**config.mk**
```make
export PLATFORM = sky130hd
export DESIGN_NAME = slc_top
export DESIGN_NICKNAME = d
export VERILOG_FILES = /design/src/inc/slc_pkg.sv /design/src/hdl/slc_top.sv /design/src/hdl/slc_slip_buf.sv /design/src/hdl/slc_code_det.sv
export SDC_FILE = /design/constraint.sdc
export NUM_CORES = 1
export LEC_CHECK = 0
export BUFFER_PORTS_ARGS = -buffer_cell sky130_fd_sc_hd__buf_2
export CELL_PAD_IN_SITES_DETAIL_PLACEMENT = 1
export CELL_PAD_IN_SITES_GLOBAL_PLACEMENT = 2
export CORE_MARGIN = 3
export CORE_UTILIZATION = 35
export CTS_BUF_LIST = sky130_fd_sc_hd__clkbuf_2 sky130_fd_sc_hd__clkbuf_4 sky130_fd_sc_hd__clkbuf_8
export DETAILED_ROUTE_END_ITERATION = 16
export PLACE_DENSITY_LB_ADDON = 0.1
export SETUP_SLACK_MARGIN = 0.1
export SYNTH_ARGS = -nofsm -noshare
export SYNTH_HDL_FRONTEND = slang
export SYNTH_SLANG_ARGS = --single-unit
```
**constraint.sdc**
```tcl
create_clock -name pclk -period 5.5 [get_ports pclk]
set_clock_uncertainty 0.2 [all_clocks]
set_input_delay 0.55 -clock pclk [delete_from_list [all_inputs] [get_ports pclk]]
set_output_delay 0.55 -clock pclk [all_outputs]
set_load 0.02 [all_outputs]
```
**src/inc/slc_pkg.sv**
```systemverilog
// package: register map, field layout, carrier and state types for the slip/loop-code block
package slc_pkg;
  localparam int          DATA_W          = 32;
  localparam int          REG_W           = 8;
  localparam int          FRAME_BYTES     = 24;
  localparam int          FRAMES          = 2;
  localparam int          DET_MATCHES     = 4;
  localparam logic [3:0]  CHAN_DEF        = 4'h0;
  // register indices; byte address is four times the index, channel nibble above
  localparam logic [11:0] IDX_SLIP_STATUS = 12'hB08;
  localparam logic [11:0] IDX_SLIP_EN     = 12'hB09;
  localparam logic [11:0] IDX_LC_STATUS   = 12'hB0A;
  localparam logic [11:0] IDX_LC_EN       = 12'hB0B;
  localparam logic [11:0] IDX_ACT_CODE    = 12'h126;
  localparam logic [11:0] IDX_DEACT_CODE  = 12'h127;
  localparam logic [11:0] IDX_DET_CTRL    = 12'h128;
  // slip status and enable layout
  localparam int          SLIP_EVT_BIT    = 0;
  localparam int          SLIP_EMPTY_BIT  = 1;
  localparam int          SLIP_FULL_BIT   = 2;
  // loop code status and enable layout
  localparam int          DEACT_CHG_BIT   = 0;
  localparam int          ACT_CHG_BIT     = 1;
  localparam int          DEACT_STATE_BIT = 2;
  localparam int          ACT_STATE_BIT   = 3;
  // reset values
  localparam logic [7:0]  REG_RST         = 8'h00;
  localparam logic [2:0]  SLIP_RST        = 3'h0;
  localparam logic [1:0]  LC_RST          = 2'h0;
  localparam logic [31:0] RDATA_RST       = 32'h0000_0000;

  // slip events from the receive buffer
  typedef struct packed {
    logic full;
    logic empty;
  } slc_slip_evt_t;

  // one loop code detector output
  typedef struct packed {
    logic present;
    logic change;
  } slc_det_t;

  // top-level register state
  typedef struct packed {
    logic        pready;
    logic        pslverr;
    logic [31:0] prdata;
    logic [2:0]  slip_en;
    logic [2:0]  slip_sts;
    logic [1:0]  lc_en;
    logic [1:0]  lc_chg;
    logic [7:0]  act_code;
    logic [7:0]  deact_code;
    logic [1:0]  det_en;
    logic        irq;
  } slc_top_state_t;
endpackage

```
**src/hdl/slc_top.sv**
```systemverilog
// slip buffer and loopback code interrupt registers with APB slave
//
// Contract
// - full enable bit 2 gates full interrupt
// - write to full buffer with no read in the same cycle deletes a frame
// - read from empty buffer repeats a frame
// - empty enable bit 1 gates empty interrupt
// - slip enable bit 0 gates either slip
// - slip enables read/write, reset to zero
// - status bit 3 shows activation code present
// - status bit 2 shows deactivation code present
// - bit 1 sets on activation state change
// - bit 0 sets on deactivation state change
// - change flags clear on status read
// - bits 7-4 reserved, defined bits reset zero
// - detectors compare against programmable code registers
// - loop code enables bit 1 and 0
// - slip status bit 0, plus empty/full bits
`timescale 1ns/1ps
`default_nettype none
module slc_top #(
  parameter logic [3:0] CHAN        = slc_pkg::CHAN_DEF,
  parameter int         FRAME_BYTES = slc_pkg::FRAME_BYTES,
  parameter int         DET_MATCHES = slc_pkg::DET_MATCHES
) (
  input  wire logic        pclk,
  input  wire logic        presetn,
  input  wire logic        psel,
  input  wire logic        penable,
  input  wire logic        pwrite,
  input  wire logic [31:0] paddr,
  input  wire logic [31:0] pwdata,
  input  wire logic [3:0]  pstrb,
  output logic      [31:0] prdata,
  output logic             pready,
  output logic             pslverr,
  input  wire logic        rx_wr_en,
  input  wire logic [7:0]  rx_wr_data,
  input  wire logic        rx_rd_en,
  output logic      [7:0]  rx_rd_data,
  input  wire logic        rx_smp_vld,
  input  wire logic [7:0]  rx_smp,
  output logic             act_code_present,
  output logic             deact_code_present,
  output logic             irq
);
  import slc_pkg::*;

  slc_top_state_t st_ff, nxt_st;
  slc_slip_evt_t  slip_evt;
  slc_det_t       act_det;
  slc_det_t       deact_det;

  // receive slip buffer
  slc_slip_buf #(
    .DW    (8),
    .FRAME (FRAME_BYTES),
    .DEPTH (FRAME_BYTES * FRAMES)
  ) u_slip (
    .pclk    (pclk),
    .presetn (presetn),
    .wr_en   (rx_wr_en),
    .wr_data (rx_wr_data),
    .rd_en   (rx_rd_en),
    .rd_data (rx_rd_data),
    .evt     (slip_evt)
  );

  // activation code detector
  slc_code_det #(
    .DW      (8),
    .MATCHES (DET_MATCHES)
  ) u_act (
    .pclk    (pclk),
    .presetn (presetn),
    .det_en  (st_ff.det_en[1]),
    .code    (st_ff.act_code),
    .smp_vld (rx_smp_vld),
    .smp     (rx_smp),
    .det     (act_det)
  );

  // deactivation code detector
  slc_code_det #(
    .DW      (8),
    .MATCHES (DET_MATCHES)
  ) u_deact (
    .pclk    (pclk),
    .presetn (presetn),
    .det_en  (st_ff.det_en[0]),
    .code    (st_ff.deact_code),
    .smp_vld (rx_smp_vld),
    .smp     (rx_smp),
    .det     (deact_det)
  );

  // address decode helpers
  logic        access;
  logic        done;
  logic        chan_hit;
  logic [11:0] idx;
  logic        wr_done;
  logic        rd_done;
  logic        wr_byte;

  assign access   = psel && penable;
  assign done     = access && st_ff.pready;
  assign idx      = paddr[13:2];
  assign chan_hit = (paddr[31:18] == '0) && (paddr[17:14] == CHAN) && (paddr[1:0] == 2'h0);
  assign wr_done  = done && pwrite && chan_hit && !st_ff.pslverr;
  assign rd_done  = done && !pwrite && chan_hit && !st_ff.pslverr;
  assign wr_byte  = wr_done && pstrb[0];

  // loop code status byte as read by software
  logic [7:0] lc_status;
  always_comb begin
    lc_status = REG_RST;
    lc_status[ACT_STATE_BIT]   = act_det.present;
    lc_status[DEACT_STATE_BIT] = deact_det.present;
    lc_status[ACT_CHG_BIT]     = st_ff.lc_chg[1];
    lc_status[DEACT_CHG_BIT]   = st_ff.lc_chg[0];
  end

  // read mux and mapped check
  logic [7:0] rd_byte;
  logic       mapped;
  always_comb begin
    rd_byte = REG_RST;
    mapped  = 1'b1;
    if (!chan_hit) begin
      mapped = 1'b0;
    end else if (idx == IDX_SLIP_STATUS) begin
      rd_byte = {5'h00, st_ff.slip_sts};
    end else if (idx == IDX_SLIP_EN) begin
      rd_byte = {5'h00, st_ff.slip_en};
    end else if (idx == IDX_LC_STATUS) begin
      rd_byte = lc_status;
    end else if (idx == IDX_LC_EN) begin
      rd_byte = {6'h00, st_ff.lc_en};
    end else if (idx == IDX_ACT_CODE) begin
      rd_byte = st_ff.act_code;
    end else if (idx == IDX_DEACT_CODE) begin
      rd_byte = st_ff.deact_code;
    end else if (idx == IDX_DET_CTRL) begin
      rd_byte = {6'h00, st_ff.det_en};
    end else begin
      mapped = 1'b0;
    end
  end

  // next state: bus answer, register writes, sticky flags, interrupt
  always_comb begin
    logic [2:0] slip_set;
    logic [1:0] lc_set;
    slip_set = SLIP_RST;
    lc_set   = LC_RST;
    nxt_st   = st_ff;
    // one wait state, answer on the second access cycle
    nxt_st.pready = access && !st_ff.pready;
    if (access && !st_ff.pready) begin
      nxt_st.pslverr = !mapped;
      nxt_st.prdata  = pwrite ? RDATA_RST : {24'h000000, rd_byte};
    end else if (!access) begin
      nxt_st.pslverr = 1'b0;
    end
    // control registers
    if (wr_byte) begin
      if (idx == IDX_SLIP_EN) begin
        nxt_st.slip_en = pwdata[2:0];
      end else if (idx == IDX_LC_EN) begin
        nxt_st.lc_en = pwdata[1:0];
      end else if (idx == IDX_ACT_CODE) begin
        nxt_st.act_code = pwdata[7:0];
      end else if (idx == IDX_DEACT_CODE) begin
        nxt_st.deact_code = pwdata[7:0];
      end else if (idx == IDX_DET_CTRL) begin
        nxt_st.det_en = pwdata[1:0];
      end
    end
    // status clears: reset on read, or write one to clear
    if (rd_done && (idx == IDX_SLIP_STATUS)) begin
      nxt_st.slip_sts = SLIP_RST;
    end else if (wr_byte && (idx == IDX_SLIP_STATUS)) begin
      nxt_st.slip_sts = st_ff.slip_sts & ~pwdata[2:0];
    end
    if (rd_done && (idx == IDX_LC_STATUS)) begin
      nxt_st.lc_chg = LC_RST;
    end else if (wr_byte && (idx == IDX_LC_STATUS)) begin
      nxt_st.lc_chg = st_ff.lc_chg & ~pwdata[1:0];
    end
    // events set after the clear so that a set wins
    slip_set[SLIP_FULL_BIT]  = slip_evt.full;
    slip_set[SLIP_EMPTY_BIT] = slip_evt.empty;
    slip_set[SLIP_EVT_BIT]   = slip_evt.full || slip_evt.empty;
    lc_set[1] = act_det.change;
    lc_set[0] = deact_det.change;
    nxt_st.slip_sts = nxt_st.slip_sts | slip_set;
    nxt_st.lc_chg   = nxt_st.lc_chg | lc_set;
    // level interrupt from unmasked sticky bits
    nxt_st.irq = |(nxt_st.slip_sts & nxt_st.slip_en) || |(nxt_st.lc_chg & nxt_st.lc_en);
  end

  always_ff @(posedge pclk or negedge presetn) begin
    if (!presetn) begin
      st_ff <= '0;
    end else begin
      st_ff <= nxt_st;
    end
  end

  // outputs straight from flops
  assign prdata             = st_ff.prdata;
  assign pready             = st_ff.pready;
  assign pslverr            = st_ff.pslverr;
  assign irq                = st_ff.irq;
  assign act_code_present   = act_det.present;
  assign deact_code_present = deact_det.present;

  property p_full_irq;
    @(posedge pclk) disable iff (!presetn)
    (slip_evt.full && st_ff.slip_en[2]) |-> ##1 (st_ff.slip_sts[2] && irq);
  endproperty
  a_full_irq: assert property (p_full_irq) else $error("full slip gave no interrupt");

  property p_empty_irq;
    @(posedge pclk) disable iff (!presetn)
    (slip_evt.empty && st_ff.slip_en[1]) |=> (st_ff.slip_sts[1] && irq);
  endproperty
  a_empty_irq: assert property (p_empty_irq) else $error("empty slip gave no interrupt");

  property p_slip_flag;
    @(posedge pclk) disable iff (!presetn)
    (slip_evt.full || slip_evt.empty) |=> st_ff.slip_sts[0];
  endproperty
  a_slip_flag: assert property (p_slip_flag) else $error("slip flag not set");

  property p_slip_en_write;
    @(posedge pclk) disable iff (!presetn)
    (wr_byte && (idx == IDX_SLIP_EN)) |=> (st_ff.slip_en == $past(pwdata[2:0]));
  endproperty
  a_slip_en_write: assert property (p_slip_en_write) else $error("slip enable not stored");

  property p_act_state_read;
    @(posedge pclk) disable iff (!presetn)
    (access && !pready && !pwrite && chan_hit && (idx == IDX_LC_STATUS))
      |=> (prdata[3] == $past(act_det.present)) && (prdata[2] == $past(deact_det.present));
  endproperty
  a_act_state_read: assert property (p_act_state_read) else $error("code state misread");

  property p_act_change;
    @(posedge pclk) disable iff (!presetn)
    act_det.change |=> st_ff.lc_chg[1];
  endproperty
  a_act_change: assert property (p_act_change) else $error("activation change lost");

  property p_deact_change;
    @(posedge pclk) disable iff (!presetn)
    deact_det.change |=> st_ff.lc_chg[0];
  endproperty
  a_deact_change: assert property (p_deact_change) else $error("deactivation change lost");

  property p_read_clears;
    @(posedge pclk) disable iff (!presetn)
    (rd_done && (idx == IDX_LC_STATUS) && !act_det.change && !deact_det.change)
      |=> (st_ff.lc_chg == 2'h0);
  endproperty
  a_read_clears: assert property (p_read_clears) else $error("read did not clear flags");

  property p_reserved_zero;
    @(posedge pclk) disable iff (!presetn)
    (pready && !pwrite) |-> (prdata[31:8] == 24'h000000) && ($past(idx) != IDX_LC_STATUS || prdata[7:4] == 4'h0);
  endproperty
  a_reserved_zero: assert property (p_reserved_zero) else $error("reserved bits not zero");

  property p_lc_irq;
    @(posedge pclk) disable iff (!presetn)
    (act_det.change && st_ff.lc_en[1]) |=> irq;
  endproperty
  a_lc_irq: assert property (p_lc_irq) else $error("loop code change gave no interrupt");

  property p_irq_cause;
    @(posedge pclk) disable iff (!presetn)
    irq |-> (|(st_ff.slip_sts & st_ff.slip_en) || |(st_ff.lc_chg & st_ff.lc_en));
  endproperty
  a_irq_cause: assert property (p_irq_cause) else $error("interrupt without enabled flag");

  property p_answer_time;
    @(posedge pclk) disable iff (!presetn)
    (access && !pready) |=> pready ##1 !pready;
  endproperty
  a_answer_time: assert property (p_answer_time) else $error("bus answer late");
endmodule
`default_nettype wire

```
**src/hdl/slc_slip_buf.sv**
```systemverilog
// receive slip buffer: two-frame elastic store with frame delete and repeat
`timescale 1ns/1ps
`default_nettype none
module slc_slip_buf #(
  parameter int DW    = 8,
  parameter int FRAME = 24,
  parameter int DEPTH = 48
) (
  input  wire logic                   pclk,
  input  wire logic                   presetn,
  input  wire logic                   wr_en,
  input  wire logic [DW-1:0]          wr_data,
  input  wire logic                   rd_en,
  output logic      [DW-1:0]          rd_data,
  output slc_pkg::slc_slip_evt_t      evt
);
  import slc_pkg::*;
  localparam int PW = $clog2(DEPTH);
  localparam int CW = $clog2(DEPTH + 1);
  localparam logic [PW:0] DEP_L = (PW+1)'(DEPTH);
  localparam logic [PW:0] FRM_L = (PW+1)'(FRAME);

  typedef struct packed {
    logic [PW-1:0] rd_ptr;
    logic [PW-1:0] wr_ptr;
    logic [CW-1:0] cnt;
    logic [DW-1:0] rd_data;
    slc_slip_evt_t evt;
  } slc_sb_state_t;

  slc_sb_state_t st_ff, nxt_st;
  logic [DW-1:0] mem [DEPTH];

  // modular pointer add over a non power-of-two depth
  function automatic logic [PW-1:0] ptr_add(input logic [PW-1:0] p, input logic [PW:0] k);
    logic [PW:0] s;
    s = {1'b0, p} + k;
    ptr_add = (s >= DEP_L) ? PW'(s - DEP_L) : PW'(s);
  endfunction

  logic full, empty;
  assign full  = (st_ff.cnt == CW'(DEPTH));
  assign empty = (st_ff.cnt == '0);

  // pointer, count and slip handling
  always_comb begin
    logic [CW-1:0] c;
    c = st_ff.cnt;
    nxt_st = st_ff;
    nxt_st.evt = '0;
    if (wr_en && full && !rd_en) begin
      nxt_st.rd_ptr = ptr_add(st_ff.rd_ptr, FRM_L);
      c = c - CW'(FRAME);
      nxt_st.evt.full = 1'b1;
    end
    if (rd_en && empty) begin
      nxt_st.rd_ptr = ptr_add(st_ff.rd_ptr, DEP_L - FRM_L);
      c = c + CW'(FRAME);
      nxt_st.evt.empty = 1'b1;
    end
    if (rd_en) begin
      nxt_st.rd_data = mem[nxt_st.rd_ptr];
      nxt_st.rd_ptr  = ptr_add(nxt_st.rd_ptr, (PW+1)'(1));
      c = c - CW'(1);
    end
    if (wr_en) begin
      nxt_st.wr_ptr = ptr_add(st_ff.wr_ptr, (PW+1)'(1));
      c = c + CW'(1);
    end
    nxt_st.cnt = c;
  end

  always_ff @(posedge pclk or negedge presetn) begin
    if (!presetn) begin
      st_ff <= '0;
    end else begin
      st_ff <= nxt_st;
    end
  end

  // storage, no reset needed
  always_ff @(posedge pclk) begin
    if (wr_en) begin
      mem[st_ff.wr_ptr] <= wr_data;
    end
  end

  assign rd_data = st_ff.rd_data;
  assign evt     = st_ff.evt;

  property p_full_delete;
    @(posedge pclk) disable iff (!presetn)
    (wr_en && full && !rd_en) |=> (st_ff.cnt == CW'(DEPTH - FRAME + 1)) && evt.full;
  endproperty
  a_full_delete: assert property (p_full_delete) else $error("full write did not drop a frame");

  property p_empty_repeat;
    @(posedge pclk) disable iff (!presetn)
    (rd_en && empty && !wr_en) |=> (st_ff.cnt == CW'(FRAME - 1)) && evt.empty;
  endproperty
  a_empty_repeat: assert property (p_empty_repeat) else $error("empty read did not repeat a frame");
endmodule
`default_nettype wire

```
**src/hdl/slc_code_det.sv**
```systemverilog
// loopback code detector: run of matching samples against a programmed code
`timescale 1ns/1ps
`default_nettype none
module slc_code_det #(
  parameter int DW      = 8,
  parameter int MATCHES = 4
) (
  input  wire logic              pclk,
  input  wire logic              presetn,
  input  wire logic              det_en,
  input  wire logic [DW-1:0]     code,
  input  wire logic              smp_vld,
  input  wire logic [DW-1:0]     smp,
  output slc_pkg::slc_det_t      det
);
  import slc_pkg::*;
  localparam int RW = $clog2(MATCHES + 1);

  typedef struct packed {
    logic [RW-1:0] run;
    slc_det_t      det;
  } slc_cd_state_t;

  slc_cd_state_t st_ff, nxt_st;

  // count matches, report presence and every change of it
  always_comb begin
    nxt_st = st_ff;
    if (!det_en) begin
      nxt_st.run = '0;
    end else if (smp_vld) begin
      if (smp == code) begin
        nxt_st.run = (st_ff.run == RW'(MATCHES)) ? st_ff.run : st_ff.run + RW'(1);
      end else begin
        nxt_st.run = '0;
      end
    end
    nxt_st.det.present = det_en && (nxt_st.run == RW'(MATCHES));
    nxt_st.det.change  = nxt_st.det.present != st_ff.det.present;
  end

  always_ff @(posedge pclk or negedge presetn) begin
    if (!presetn) begin
      st_ff <= '0;
    end else begin
      st_ff <= nxt_st;
    end
  end

  assign det = st_ff.det;

  property p_present_needs_en;
    @(posedge pclk) disable iff (!presetn)
    !det_en |=> !det.present;
  endproperty
  a_present_needs_en: assert property (p_present_needs_en) else $error("code shown while disabled");
endmodule
`default_nettype wire

```
==> flow_summary_export.csv <==
group,metric,value,unit
run_status,outcome,"finished, final reports clean",
synth,yosysWarningCount,0,
sta,period_share,78.29,%
clock_network,clock-sinks,461,
layout,final_nets,1394,
routing,drt-total-wl,49770,um
routing,wl_per_cell,23.72,um
synth,synth_edf_count,384,
job,drv_cap,0,
worst_setup_path,crit_type,"reg2reg",
grt,grt_pass1_wl,75190,um
synth,synthCells,1161,
routing,drc_errors,0,
clock_network,cts_tree,"done",
synth,avgSynthCellArea,16.97,um^2
sta,tightest_slew,1033,ps
power_and_ir_drop,vdd_ir_drop_max,369.2,uV
worst_setup_path,rrSetupSlack,1190,ps
sta,hold_ws,87.05,ps
layout,drive_gt1_share,28.84,%
routing,first_pass_iters,5,
placement,gp_congestion,0.7354,
clock_network,clkTransAtPathRegs,60,ps
clock_network,clk_latency,650,ps
grt,grt_max_degree,101,
layout,fill_cells,5506,
grt,overflow,0,
routing,drtAntennaViolNets,0,
worst_hold_path,hp-class,"in2reg",
floorplanning,core,55420,um^2
synth,syn_area,19700,um^2
floorplanning,die_x,243.2,um
power_and_ir_drop,power.leakage,0.007892,uW
routing,drt_iter0_drc,620,
clock_network,post_cts_resized,0,
sta,period_needed,4306,ps
worst_setup_path,crit_fanout,10,
clock_network,cts-buffers-inserted,83,
sta,fmax,0.2322,GHz
placement,hpwlAfterDp,31310,um
synth,ys_seq_area_share,68.32,%
sta,slew_viol_final,0,
grt,grt_pass1_vias,11560,
sta,setup_tns,0,ps
layout,area_delta_synth_final,14.21,%
placement,io_buffer_count,85,
clock_network,clockRootBuffer,"clkbuf_8",
grt,antenna_found_initial,3,
synth,async_flop_share,16.70,%
power_and_ir_drop,p_per_area,464.3,nW/um^2
floorplanning,die_y,243.2,um
worst_setup_path,worst_ep_arrival_time,4620,ps
floorplanning,fp.dieArea,59160,um^2
worst_setup_path,critPathCaptureType,"flop",
sta,maxSlewHeadroom,31.12,%
routing,vias,10660,
floorplanning,ios,137,
floorplanning,num_rows,86,
worst_setup_path,start_kind,"flop",
worst_setup_path,critPathRequiredTime,5810,ps
sta,setup_slack,1194,ps
floorplanning,initial_core_util,35.55,%
routing,vias_per_cell,5.081,
power_and_ir_drop,p_total,10450,uW
clock_network,h-tree-depth,3,
synth,ys_seq_elements,461,
placement,pre_cts_ws,1205,ps
clock_network,cts_max_path_buffers,3,
sta,hold_viol,0,
grt,grt_util_all_layers,17.09,%
synth,yosysUniqueCellTypes,72,
synth,ys.flop_type,"edfxtp_1",
sta,rsz0062_at_grt,"no",
sta,setup_viol,0,
[layer usage]
| metal | routed length (um) | GRT usage, % | up-vias |
|---|---|---|---|
| met5 | 0 | 0 | - |
| met3 | 2277 | 3.491 | 89 |
| li1 | - | - | 4768 |
| met2 | 23840 | 28.00 | 251 |
| met4 | 1159 | 5.308 | 0 |
| met1 | 22490 | 22.96 | 5552 |
[synthesized netlist by cell type, types with 7 or more instances]
cell type  number  share of area, %
a31oi_1        10              0.32
nand2_1        63               1.2
mux2i_1        15              0.76
a211oi_1       16              0.61
buf_4          41               1.6
mux2_2         34               1.9
a21oi_1        13              0.33
xnor2_1        13              0.58
o21ai_0        21              0.53
mux2_1         10              0.57
nor3_1         12              0.30
nand3_1        34              0.86
o31ai_1         9              0.34
edfxtp_1      384                59
and3_1         12              0.38
clkbuf_1       40              0.76
mux4_2        104                12
xor2_1         30               1.3
nor4_1         14              0.44
inv_1          17              0.32
nand4_1         7              0.22
nor2_1         65               1.2
ha_1           18               1.1
dfrtp_1        77               9.8
nor2b_1        16              0.51
[critical path, stage by stage (launching register included)]
cell and delay [ps]:
dfrtp_1 500, inv_1 170, ha_1 380, inv_1 130, ha_1 160, nand3b_1 110, a311oi_1 470, a21boi_0 250
mux2i_4 590, buf_4 330, mux2_1 350, a211oi_1 420, o31ai_1 120
[where the power goes]
| group | total [uW] | internal (uW) | leakage, uW | switching, uW |
|---|---|---|---|---|
| combinational | 2960 | 1290 | 0.00254 | 1670 |
| clock | 3220 | 1800 | 0.000879 | 1420 |
| sequential | 4260 | 4020 | 0.00447 | 241 |
[sequential cells by signal, indices dropped and copies added (netlist names)]
register	cells
u_deact.st_ff	3
u_slip.st_ff	18
pready	1
u_slip.evt	2
st_ff	26
u_act.det	2
u_slip.mem	384
u_act.st_ff	3
prdata	8
pslverr	1
u_deact.det	2
u_slip.rd_data	8
lc_status	2
irq	1
[cell usage in the layout, fill, tap and decap left out, types with 12 or more instances in the layout]
master / instances
o21ai_0: 21
clkbuf_4: 33
xor2_1: 30
clkinv_1: 13
xnor2_1: 13
nor4_1: 14
and3_1: 12
a211oi_1: 16
mux2i_1: 15
nor2b_1: 16
buf_2: 84
conb_1: 24
nand2_1: 63
nor2_1: 65
dfrtp_1: 75
a21oi_1: 13
ha_1: 18
nand3_1: 34
inv_1: 17
buf_4: 14
mux4_2: 104
edfxtp_1: 384
clkbuf_8: 88
nor3_1: 12
mux2_2: 34
[repair_timing]
action / in CTS / in global routing
buffers inserted: 0 / 0
endpoints found under the hold margin: 35 / 0
hold buffers: 9 / 0
[logic make-up after synthesis]
kind of cell,Yosys count,synth area share [%]
AOI/OAI and AO/OA,107,3.761
xor gates and xnor gates,44,2.026
adders and majority gates,18,1.143
buffers and inverters,112,3.049
DFF,461,68.32
muxes,164,15.28
other,1,0.01904
and+or+nand+nor,254,6.397
[worst paths after layout]
path / cells after the start / start / endpoint
max in group asynchronous: 3 / presetn / st_ff[15]$_DFFE_PN0P_
max: 12 / u_slip.st_ff[25]$_DFF_PN0_ / u_slip.rd_data[3]$_DFFE_PN0P_
min in group asynchronous: 2 / presetn / u_slip.st_ff[20]$_DFFE_PN0P_
min: 2 / pwdata[0] / st_ff[3]$_DFFE_PN0P_
max reg2reg: 12 / u_slip.st_ff[25]$_DFF_PN0_ / u_slip.rd_data[3]$_DFFE_PN0P_
min reg2reg: 1 / u_deact.det[0]$_DFF_PN0_ / lc_status[0]$_DFF_PN0_
[metrics by stage]
stage,util (%),instances,area [um^2]
floorplan,-,1184,19780
global placement,37.44,1938,20750
detailed placement,37.44,1938,20750
CTS,40.59,2097,22490
global route,40.60,2098,22500
finish,40.60,2098,22500
[cell type report]
cell class	instances	area, um^2	area share [%]
sequential	461	13470	59.86
clock buffer	121	1459	6.485
clock inverter	29	196.4	0.8732
inverter	19	76.32	0.3393
antenna	1	2.502	0.01112
multi-input combinational	611	5725	25.45
tap	748	935.9	4.160
timing repair buffer	108	635.6	2.825
Power figures use the tool's default switching activity.
